$ cat src/reset_seq_defs.svh
// Timing counts, vector addresses and register offsets of the reset sequencer.
`ifndef RESET_SEQ_DEFS_SVH
`define RESET_SEQ_DEFS_SVH
`define OSC_STARTUP_CYCLES   13'h1000
`define RECOVERY_LOW_CYCLES  5'h10
`define SAMPLE_DELAY_CYCLES  4'h9
`define VEC_NORMAL           16'hFFFE
`define VEC_CLOCK_FAIL       16'hFFFC
`define VEC_WATCHDOG         16'hFFFA
`define REG_STATUS           12'h000
`define REG_MASK             12'h004
`define REG_CONTROL          12'h008
`define REG_VECTOR           12'h00C
`define STATUS_WIDTH         4
`define CONTROL_RESET        2'h3
`define MODE_RESET           3'h0
`endif

$ cat src/reset_seq_pkg.sv
// Types shared by the reset sequencer.
package reset_seq_pkg;
  typedef enum logic [4:0] {
    ST_IDLE    = 5'h01,
    ST_STARTUP = 5'h02,
    ST_DRIVE   = 5'h04,
    ST_SETTLE  = 5'h08,
    ST_HOLD    = 5'h10
  } seq_state_t;
  typedef struct packed {
    logic       nmi_mask;
    logic       irq_mask;
    logic       irq_enable;
    logic       irq_level;
    logic       pullup_on;
  } int_defaults_t;
endpackage

$ cat src/reset_sequencer.sv
// Reset sequencer: cause merge, stretch, pin sampling, vector select, AXI4-Lite regs.
// Operation
// - Power-on, enabled watchdog timeout, enabled clock failure or external low pin start reset.
// - Power-on entry is asynchronous; other causes and the release are synchronized to the clock.
// - Any reset cause drives the open-drain reset pin low while a clocked sequence runs.
// - Power-on and clock-failure resets first wait 4096 cycles with the pin held low.
// - The recovery step drives the pin low for 16 cycles and then releases it.
// - Nine cycles after release the pin level is sampled to judge the reset source.
// - A low sample means external reset, clears both latches and selects FFFE.
// - A high sample with clock failure latched selects FFFC.
// - A high sample with only the watchdog latched selects FFFA.
// - A high sample with nothing latched selects FFFE.
// - Mode pins are captured during reset and the two mode pins get pull-downs in reset.
// - The maskable request is enabled, level sensitive, masked and pulled up at reset.
// - The nonmaskable mask bit is set during reset until software clears it.
`timescale 1ns/100ps
`include "reset_seq_defs.svh"
module reset_sequencer
  import reset_seq_pkg::*;
#(
  parameter int STARTUP_CYCLES = `OSC_STARTUP_CYCLES
) (
  // Clock and power-on reset.
  input  wire logic        aclk,
  input  wire logic        aresetn,
  // Reset causes from the watchdog and the clock monitor.
  input  wire logic        watchdog_timeout,
  input  wire logic        clock_fail,
  // Bidirectional open-drain reset pin; enable low means driving low.
  input  wire logic        reset_pin_i,
  output logic             reset_pin_o,
  output logic             reset_pin_oe_n,
  // Mode pins and their pull-downs.
  input  wire logic        mode_pin_a,
  input  wire logic        mode_pin_b,
  input  wire logic        special_mode_pin_n,
  output logic             mode_pulldown_en,
  output logic [2:0]       mode_latched,
  // Core side.
  output logic             core_reset_n,
  output logic [15:0]      reset_vector,
  output int_defaults_t    int_defaults,
  input  wire logic        nmi_mask_clear,
  // Interrupt output.
  output logic             irq,
  // AXI4-Lite slave.
  input  wire logic [11:0] s_axi_awaddr,
  input  wire logic        s_axi_awvalid,
  output logic             s_axi_awready,
  input  wire logic [31:0] s_axi_wdata,
  input  wire logic [3:0]  s_axi_wstrb,
  input  wire logic        s_axi_wvalid,
  output logic             s_axi_wready,
  output logic [1:0]       s_axi_bresp,
  output logic             s_axi_bvalid,
  input  wire logic        s_axi_bready,
  input  wire logic [11:0] s_axi_araddr,
  input  wire logic        s_axi_arvalid,
  output logic             s_axi_arready,
  output logic [31:0]      s_axi_rdata,
  output logic [1:0]       s_axi_rresp,
  output logic             s_axi_rvalid,
  input  wire logic        s_axi_rready
);

  seq_state_t  state_q;
  logic [12:0] cnt_q;
  logic [1:0]  pin_sync_q;
  logic [1:0]  wd_sync_q;
  logic [1:0]  cf_sync_q;
  logic [2:0]  mode_s1_q;
  logic [2:0]  mode_s2_q;
  logic        wd_latch_q;
  logic        cf_latch_q;
  logic        pin_prev_q;
  logic [1:0]  control_q;
  logic [3:0]  status_q;
  logic [3:0]  mask_q;
  logic [3:0]  events;
  logic        pin_low;
  logic        wd_req;
  logic        cf_req;
  logic        sample_now;
  logic        nmi_mask_q;
  logic        aw_q;
  logic        w_q;
  logic [11:0] awaddr_q;
  logic [31:0] wdata_q;
  logic        do_write;

  // Pin and cause inputs come from outside this clock; two stages before use.
  always_ff @(posedge aclk) begin
    pin_sync_q <= {pin_sync_q[0], reset_pin_i};
    wd_sync_q  <= {wd_sync_q[0], watchdog_timeout};
    cf_sync_q  <= {cf_sync_q[0], clock_fail};
  end

  // Mode straps are board pins as well; two stages before capture.
  always_ff @(posedge aclk) begin
    mode_s1_q <= {special_mode_pin_n, mode_pin_b, mode_pin_a};
    mode_s2_q <= mode_s1_q;
  end

  // Causes are gated by their enables; the pin reaches the sample two cycles late.
  assign pin_low = ~pin_sync_q[1];
  assign wd_req  = wd_sync_q[1] & control_q[0];
  assign cf_req  = cf_sync_q[1] & control_q[1];
  assign sample_now = (state_q == ST_SETTLE) && (cnt_q == 13'(`SAMPLE_DELAY_CYCLES - 1));

  // Cause latches hold through the sequence and are judged at the sample point.
  always_ff @(posedge aclk) begin
    if (!aresetn) begin
      wd_latch_q <= 1'b0;
      cf_latch_q <= 1'b0;
    end else if (sample_now && pin_low) begin
      wd_latch_q <= 1'b0;
      cf_latch_q <= 1'b0;
    end else begin
      if (wd_req) wd_latch_q <= 1'b1;
      if (cf_req) cf_latch_q <= 1'b1;
    end
  end

  // Sequencer. The pin low level caused by our own drive is ignored while driving.
  always_ff @(posedge aclk) begin
    if (!aresetn) begin
      state_q <= ST_STARTUP;
      cnt_q   <= 13'h0;
    end else begin
      case (state_q)
        ST_IDLE: begin
          cnt_q <= 13'h0;
          if (cf_req) state_q <= ST_STARTUP;
          else if (wd_req || pin_low) state_q <= ST_DRIVE;
        end
        ST_STARTUP: begin
          if (cnt_q == 13'(STARTUP_CYCLES - 1)) begin
            state_q <= ST_DRIVE;
            cnt_q   <= 13'h0;
          end else begin
            cnt_q <= cnt_q + 13'h1;
          end
        end
        ST_DRIVE: begin
          if (cnt_q == 13'(`RECOVERY_LOW_CYCLES - 1)) begin
            state_q <= ST_SETTLE;
            cnt_q   <= 13'h0;
          end else begin
            cnt_q <= cnt_q + 13'h1;
          end
        end
        ST_SETTLE: begin
          if (sample_now) begin
            state_q <= pin_low ? ST_HOLD : ST_IDLE;
            cnt_q   <= 13'h0;
          end else begin
            cnt_q <= cnt_q + 13'h1;
          end
        end
        ST_HOLD: begin
          // External reset: stay in reset until the pin is released.
          cnt_q <= 13'h0;
          if (!pin_low) state_q <= ST_IDLE;
        end
        default: begin
          state_q <= ST_STARTUP;
          cnt_q   <= 13'h0;
        end
      endcase
    end
  end

  // Open-drain drive: only a low level is ever driven.
  assign reset_pin_o    = 1'b0;
  assign reset_pin_oe_n = ~((state_q == ST_STARTUP) || (state_q == ST_DRIVE));
  // Core stays in reset from entry until the sequencer returns to idle.
  assign core_reset_n   = aresetn && (state_q == ST_IDLE);
  assign mode_pulldown_en = ~core_reset_n;

  // Vector choice at the sample point; external reset clears the latches at the same edge.
  always_ff @(posedge aclk) begin
    if (!aresetn) begin
      reset_vector <= `VEC_NORMAL;
    end else if (sample_now) begin
      if (pin_low) reset_vector <= `VEC_NORMAL;
      else if (cf_latch_q) reset_vector <= `VEC_CLOCK_FAIL;
      else if (wd_latch_q) reset_vector <= `VEC_WATCHDOG;
      else reset_vector <= `VEC_NORMAL;
    end
  end

  // Mode pins are captured continuously while in reset, frozen after.
  always_ff @(posedge aclk) begin
    if (!aresetn) mode_latched <= `MODE_RESET;
    else if (!core_reset_n) mode_latched <= mode_s2_q;
  end

  // Nonmaskable mask is set through reset and cleared only by software.
  always_ff @(posedge aclk) begin
    if (!aresetn) nmi_mask_q <= 1'b1;
    else if (!core_reset_n) nmi_mask_q <= 1'b1;
    else if (nmi_mask_clear) nmi_mask_q <= 1'b0;
  end

  assign int_defaults.nmi_mask   = nmi_mask_q;
  assign int_defaults.irq_mask   = 1'b1;
  assign int_defaults.irq_enable = 1'b1;
  assign int_defaults.irq_level  = 1'b1;
  assign int_defaults.pullup_on  = 1'b1;

  // Events: external, watchdog, clock failure sample outcomes and sequence done.
  always_ff @(posedge aclk) begin
    if (!aresetn) pin_prev_q <= 1'b0;
    else pin_prev_q <= (state_q == ST_IDLE);
  end
  assign events[0] = sample_now & pin_low;
  assign events[1] = sample_now & ~pin_low & ~cf_latch_q & wd_latch_q;
  assign events[2] = sample_now & ~pin_low & cf_latch_q;
  assign events[3] = (state_q == ST_IDLE) & ~pin_prev_q;

  // AXI4-Lite write channel capture; address and data in either order.
  assign s_axi_awready = ~aw_q & ~s_axi_bvalid;
  assign s_axi_wready  = ~w_q & ~s_axi_bvalid;
  assign do_write      = aw_q & w_q & ~s_axi_bvalid;
  always_ff @(posedge aclk) begin
    if (!aresetn) begin
      aw_q <= 1'b0;
      w_q <= 1'b0;
      awaddr_q <= 12'h000;
      wdata_q <= 32'h0000_0000;
      s_axi_bvalid <= 1'b0;
      s_axi_bresp <= 2'h0;
    end else begin
      if (s_axi_awvalid && s_axi_awready) begin
        aw_q <= 1'b1;
        awaddr_q <= s_axi_awaddr;
      end
      if (s_axi_wvalid && s_axi_wready) begin
        w_q <= 1'b1;
        wdata_q <= s_axi_wdata;
      end
      if (do_write) begin
        aw_q <= 1'b0;
        w_q <= 1'b0;
        s_axi_bvalid <= 1'b1;
        s_axi_bresp <= ({awaddr_q[11:2], 2'b00} == `REG_STATUS ||
                        {awaddr_q[11:2], 2'b00} == `REG_MASK ||
                        {awaddr_q[11:2], 2'b00} == `REG_CONTROL) ? 2'h0 : 2'h2;
      end else if (s_axi_bready) begin
        s_axi_bvalid <= 1'b0;
      end
    end
  end

  // Register writes; a new event wins over a write-one clear in the same cycle.
  always_ff @(posedge aclk) begin
    if (!aresetn) begin
      status_q  <= 4'h0;
      mask_q    <= 4'h0;
      control_q <= `CONTROL_RESET;
    end else begin
      status_q <= (status_q & ~((do_write && {awaddr_q[11:2], 2'b00} == `REG_STATUS &&
                   s_axi_wstrb[0]) ? wdata_q[3:0] : 4'h0)) | events;
      if (do_write && {awaddr_q[11:2], 2'b00} == `REG_MASK && s_axi_wstrb[0])
        mask_q <= wdata_q[3:0];
      if (do_write && {awaddr_q[11:2], 2'b00} == `REG_CONTROL && s_axi_wstrb[0])
        control_q <= wdata_q[1:0];
    end
  end

  // Level interrupt: high while any sticky bit with its mask bit set stands.
  assign irq = |(status_q & mask_q);

  // Read channel: one cycle to answer, held until rready.
  assign s_axi_arready = ~s_axi_rvalid;
  always_ff @(posedge aclk) begin
    if (!aresetn) begin
      s_axi_rvalid <= 1'b0;
      s_axi_rdata  <= 32'h0000_0000;
      s_axi_rresp  <= 2'h0;
    end else if (s_axi_arvalid && s_axi_arready) begin
      s_axi_rvalid <= 1'b1;
      s_axi_rresp  <= 2'h0;
      case ({s_axi_araddr[11:2], 2'b00})
        `REG_STATUS:  s_axi_rdata <= {28'h0, status_q};
        `REG_MASK:    s_axi_rdata <= {28'h0, mask_q};
        `REG_CONTROL: s_axi_rdata <= {30'h0, control_q};
        `REG_VECTOR:  s_axi_rdata <= {10'h000, mode_latched, wd_latch_q, cf_latch_q,
                                      core_reset_n, reset_vector};
        default: begin
          s_axi_rdata <= 32'h0000_0000;
          s_axi_rresp <= 2'h2;
        end
      endcase
    end else if (s_axi_rready) begin
      s_axi_rvalid <= 1'b0;
    end
  end

endmodule

$ cat config.mk
export PLATFORM = sky130hd
export DESIGN_NAME = reset_sequencer
export DESIGN_NICKNAME = d
export VERILOG_FILES = /design/src/reset_seq_pkg.sv /design/src/reset_sequencer.sv
export VERILOG_INCLUDE_DIRS = /design/src
export SDC_FILE = /design/constraint.sdc
export NUM_CORES = 1
export LEC_CHECK = 0
export ABC_AREA = 1
export BUFFER_PORTS_ARGS = -buffer_cell sky130_fd_sc_hd__buf_2
export CORE_UTILIZATION = 25
export CTS_BUF_LIST = sky130_fd_sc_hd__clkbuf_4
export DETAILED_ROUTE_END_ITERATION = 6
export HOLD_SLACK_MARGIN = 0.06
export SYNTH_ARGS = -nofsm -noshare
export SYNTH_HDL_FRONTEND = slang
export SYNTH_SLANG_ARGS = --single-unit
$ cat constraint.sdc
create_clock -name aclk -period 3.8 [get_ports aclk]
set_input_delay 0.76 -clock aclk [delete_from_list [all_inputs] [get_ports aclk]]
set_output_delay 0.76 -clock aclk [all_outputs]
set_load 0.005 [all_outputs]
==> metrics.yaml, run 1 <==
status:
  run_status: "complete, no violations"
power:
  vdd_drop_max_mv: 0.135
  total_power_mw: 1.60
  p_per_area_nw_per_um2: 376
  leakage_nw: 1.97
placed_design:
  portBuffers: 77
  place_hpwl_microns: 5720
  place_congestion: 0.798
critical_path:
  crit_chain: "nor2_2 > nand4_1 > nor2_2 > inv_1 > buf_2"
  critPathMostFrequentCell: "nor2_2"
  critPathMaxFanout: 6
  crit_slowest_cell: "dfxtp_1"
  crit_path_end_kind: "primary output"
  critPathKind: "reg -> out"
  crit_family: "simple AND/OR/NAND/NOR gates"
  critPathArrivalTime_ps: 1790
  crit_path_start_kind: "flip-flop"
  slowest_delay_ps: 390
  cp.buffers_inverters: 2
  worst_ep_required_time_ps: 3040
synthesis:
  syn-instance-count: 495
  syn_area_per_cell_sq_um: 7.49
  synth-edff-count: 0
  synth_seq_cells: 80
  ys_warn_count: 0
  synth_area_sq_um: 3710
  async_flop_share: 0
  ys_types: 37
  ys.flop_type: "dfxtp_1"
  ys_seq_area_frac: 0.432
cts:
  cts_tree: "done"
  cts.sinks: 80
  clk_pin_slew_ps: 140
  root_buffer: "clkbuf_4"
  cts_hold_buf: 0
  cts_htree_levels: 3
  clockBufferDepth: 2
  numCtsBuffers: 9
  cts_resized: 0
  postCtsSetupBuffers: 0
  insertion_delay_ps: 460
detailed_routing:
  wire_per_inst_microns: 9.90
  drt_iter0_drc: 146
  viasPerCell: 4.03
  antenna_left: 0
  drcViolationCount: 0
  drt-pass1-iter-count: 4
  dr_total_vias: 3037
  drt-total-wl_microns: 7450
global_route:
  grt_max_degree: 37
  overflow: 0
  grt_pass1_vias: 2713
  grt_pass1_wl_microns: 12300
  antenna_found_initial: 0
  grt_use_total: 0.105
cells_and_area:
  syn_to_final_growth_pct: 14.9
  diodes: 0
  most-common-layout-cells: "nor2_1, dfxtp_1, nand2_1, buf_2, inv_1"
  layout_commonest_cell: "nor2_1"
  drive_above_1_share: 0.234
  fin_nets: 640
  final_core_util: 0.294
timing:
  drv_slew: 0
  fin_tns_setup_ps: 0
  hold_viol_final: 0
  tightest_slew_ps: 526
  finClkSkew_ps: 19.1
  period_minus_slack_ps: 2550
  hold_slack_ps: 340
  slew_headroom: 0.648
  fin_crit_sh: 0.672
  rsz0062_at_grt: "no"
  max_freq_ghz: 0.392
  finalSetupViolCount: 0
floorplanning:
  initial_utilization: 0.256
  die_h_microns: 124
  core_sq_um: 14500
  die_w_microns: 124
  row_count: 44
  io_pins: 144
  die_area_sq_um: 15300
hold_path:
  hold_class: "reg -> reg"
job:
  drv_cap: 0
[kinds of logic after synthesis]
logic type | count (synthesis) | synth area share
AO/OA/AOI/OAI | 67 | 0.101
XOR/XNOR | 10 | 0.0236
adder cells (fa/ha/maj) | 2 | 0.00674
buffers and inverters | 102 | 0.149
flip-flops | 80 | 0.432
other | 2 | 0.00202
AND/OR/NAND/NOR | 232 | 0.286
[worst register-to-register path: cells and delay by family (launching register included)]
kind,cells,cell delay (ps)
adder cells (fa/ha/maj),1,230
AND/OR/NAND/NOR,9,930
flip-flops,1,400
[path summary, 6_finish.rpt]
kind | from | end | slack [ps] | cells past startpoint
setup / recovery | state_q[3]$_SDFFE_PN0P_ | mode_pulldown_en | 1250 | 5
hold / removal | cf_sync_q[0]$_DFF_P_ | cf_sync_q[1]$_DFF_P_ | 340 | 0
setup reg to reg | cnt_q[0]$_SDFF_PN0_ | state_q[0]$_SDFFE_PN0P_ | 2180 | 10
hold reg to reg | cf_sync_q[0]$_DFF_P_ | cf_sync_q[1]$_DFF_P_ | 340 | 0
[final cells by class]
cell class / instances / area (sq um)
clock buffer: 11 / 82.6
sequential: 80 / 1600
multi-input combinational: 342 / 1660
fill: 1610 / 10200
tap: 184 / 230
inverter: 52 / 204
clock inverter: 5 / 81.3
timing repair buffer: 79 / 400
[through the flow]
step	std cells	setup slack, ps	area, sq um
3_3_place_gp	737	1620	4100
4_1_cts	753	1170	4260
6_report	753	1250	4260
5_1_grt	753	1070	4260
3_5_place_dp	737	1620	4100
2_1_floorplan	524	1640	3820
[sequential cells by signal, indices dropped and copies added (netlist names), 2 cells and up]
signal / count
control_q: 2
pin_sync_q: 2
cf_sync_q: 2
s_axi_rdata: 11
mode_s1_q: 3
status_q: 4
awaddr_q: 10
mask_q: 4
state_q: 5
mode_latched: 3
cnt_q: 13
wd_sync_q: 2
wdata_q: 4
mode_s2_q: 3
reset_vector: 2
[cells in the mapped netlist (all sizes together) (2+ instances only)]
| cell | n | share of area |
|---|---|---|
| conb | 2 | 0.0020 |
| clkinv | 3 | 0.0034 |
| or2 | 3 | 0.0051 |
| xor2 | 9 | 0.021 |
| clkbuf | 6 | 0.0061 |
| o21ai | 32 | 0.046 |
| nand4 | 7 | 0.016 |
| o211ai | 4 | 0.0081 |
| nand2 | 91 | 0.11 |
| ha | 2 | 0.0067 |
| dfxtp | 80 | 0.43 |
| buf | 44 | 0.088 |
| nand3 | 30 | 0.042 |
| inv | 49 | 0.052 |
| nor2 | 99 | 0.11 |
| a21oi | 29 | 0.042 |
[report_power, final]
part / internal (mW) / total [mW] / switching, mW
Combinational: 0.0487 / 0.129 / 0.0802
Clock: 0.282 / 0.582 / 0.300
Sequential: 0.871 / 0.890 / 0.0190
Total: 1.20 / 1.60 / 0.399
[metal layers]
layer  routed length (microns)  share of wire  GRT usage  up-vias
met2                      3480           0.47      0.176       66
met4                       133          0.018     0.0474        0
met1                      3460           0.46      0.123     1333
met3                       380          0.051     0.0334       13
li1                          -              -          -     1625
met5                         0              0          0        -
Note: power is estimated with default switching activity, not from simulation.
==> inputs of run 2 (changes only) <==
clock period = 2.13 ns   (was 3.8 ns; I/O delays follow)
==> run 2 against run 1 <==
  * Utilization increased by 0.26 points
  * Hold slack lost 210 ps
  * Routed wire length rose by 0.89%
  * Critical path type unchanged
  * First-iteration DRC count shrank 3.4%
  * Sequential cell count unchanged
==> metrics.yaml, run 2 (synthesis gave the netlist of run 1 again) <==
cts:
  cts_tree: "done"
  insertion_delay_ps: 450  # about the same
  cts_htree_levels: 3  # unchanged
  cts.sinks: 80  # unchanged
  numCtsBuffers: 9  # unchanged
  clockBufferDepth: 2  # unchanged
  clk_pin_slew_ps: 140  # about the same
  root_buffer: "clkbuf_4"
critical_path:
  worst_ep_required_time_ps: 1700  # -1340 ps
  critPathKind: "reg -> out"
  crit_path_end_kind: "primary output"
  rr_endpoint: "state_q[0]$_SDFFE_PN0P_"
  r2r-start: "cnt_q[0]$_SDFF_PN0_"
  worst-r2r-cell-count: 10  # unchanged
  critPathArrivalTime_ps: 1550  # -240 ps
  crit_path_start_kind: "flip-flop"
  rrSetupSlack_ps: 520  # -1660 ps
  critPathMaxFanout: 4  # -2
hold_path:
  hold_path_end: "nmi_mask_q$_SDFFE_PN1P_"
  hold_class: "in -> reg"
  whs_path_depth: 2  # +2
  hp-start: "nmi_mask_clear"
global_route:
  antenna_found_initial: 0  # unchanged
  grt_pass1_vias: 2843  # +4.8%
  overflow: 0  # unchanged
  grt_max_degree: 37  # unchanged
  grt_pass1_wl_microns: 12500  # +1.7%
  grt_use_total: 0.107  # +0.00152
cells_and_area:
  fin_nets: 647  # +1.1%
  instances_no_fill: 759  # +0.80%
  layout_commonest_cell: "nor2_1"
  largestRegisters: "cnt_q (13), s_axi_rdata (11), awaddr_q (10)"
  diodes: 0  # unchanged
  largest_reg_flops: 13  # unchanged
  largest_register: "cnt_q"
  fill_cells: 1572  # -2.4%
  syn_to_final_growth_pct: 15.9
  drive_above_1_share: 0.231  # -0.00244
  fin_area_sq_um: 4300  # +0.88%
  final_core_util: 0.297  # +0.00259
  most-common-layout-cells: "nor2_1, dfxtp_1, nand2_1, buf_2, inv_1"
placed_design:
  place_inst: 738  # +0.14%
  place_congestion: 0.778  # -2.5%
  portBuffers: 77  # unchanged
  dpl_cell_area_sq_um: 4110  # +0.18%
  dp_worst_setup_slack_ps: 447  # -1170 ps
  place_hpwl_microns: 5800  # +1.4%
timing:
  setup_ws_ps: 150  # -1100 ps
  finalSetupViolCount: 0  # unchanged
  fin_tns_setup_ps: 0  # unchanged
  hold_slack_ps: 133  # -207 ps
  slew_headroom: 0.645  # -0.00273
  fin_crit_sh: 0.930
  hold_viol_final: 0  # unchanged
  period_minus_slack_ps: 1980
  tightest_slew_ps: 531  # +4.08 ps
  finClkSkew_ps: 18.6  # -0.547 ps
  max_freq_ghz: 0.505
  drv_slew: 0  # unchanged
power:
  total_power_mw: 2.69  # +68%
  p_per_area_nw_per_um2: 626  # +67%
  vdd_drop_max_mv: 0.223  # +66%
  leakage_nw: 1.98  # +0.81%
detailed_routing:
  viasPerCell: 4.05  # +0.35%
  wire_per_inst_microns: 9.91  # about the same
  dr_total_vias: 3072  # +1.2%
  drt-total-wl_microns: 7520  # +0.89%
  antenna_left: 0  # unchanged
  drcViolationCount: 0  # unchanged
  drt-pass1-iter-count: 4  # unchanged
  drt_iter0_drc: 141  # -3.4%
floorplanning:
  core_sq_um: 14500  # unchanged
  die_area_sq_um: 15300  # unchanged
  die_h_microns: 124  # unchanged
  initial_utilization: 0.256  # unchanged
  row_count: 44  # unchanged
  die_w_microns: 124  # unchanged
  io_pins: 144  # unchanged
job:
  drv_cap: 0  # unchanged
status:
  run_status: "complete, no violations"
==> run 2: final cells by class <==
cell class	count	area [sq um]	share of cell area
Clock buffer	9	67.6	0.0157
Clock inverter	6	61.3	0.0143
Inverter	52	204	0.0474
Multi-Input combinational cell	342	1670	0.388
Sequential cell	80	1600	0.372
Tap cell	184	230	0.0535
Timing Repair Buffer	86	468	0.109
==> run 2: per-layer routing <==
layer	GRT usage	routed length, microns	vias to the layer above
met2	0.183	3590	59
li1	-	-	1637
met5	0	0	-
met4	0.0407	114	0
met1	0.119	3350	1365
met3	0.0412	460	11
==> run 2: worst max-delay path: stages (launching register included) <==
cell and delay [ps]:
dfxtp_1 490, nor2_4 80, nand3_2 110, inv_2 70
nor2_2 200, buf_2 170
==> run 2: report_power, final <==
group / internal [mW] / total [mW] / switching, mW / leakage, nW
sequential: 1.55 / 1.59 / 0.0342 / 0.656
combinational: 0.0942 / 0.238 / 0.144 / 1.26
clock: 0.347 / 0.865 / 0.518 / 0.0715
total: 2.00 / 2.69 / 0.697 / 1.98
==> run 2: how the worst max path moves through the flow <==
stage | start | to | depth (start not counted)
floorplan | aresetn | mode_pulldown_en | 4
global placement | s_axi_araddr[5] | s_axi_rdata[18]$_SDFFE_PN0P_ | 8
detailed placement | s_axi_araddr[5] | s_axi_rdata[17]$_SDFFE_PN0P_ | 8
CTS | state_q[3]$_SDFFE_PN0P_ | mode_pulldown_en | 5
global route | state_q[3]$_SDFFE_PN0P_ | reset_pin_oe_n | 5
finish | state_q[3]$_SDFFE_PN0P_ | reset_pin_oe_n | 5
==> run 2: what timing repair did <==
action | CTS | global route
resized for setup | 0 | 1
setup buffers | 0 | 0
hold buffers | 6 | 0
setup endpoints to repair | 0 | 1
hold endpoints to repair | 6 | 0
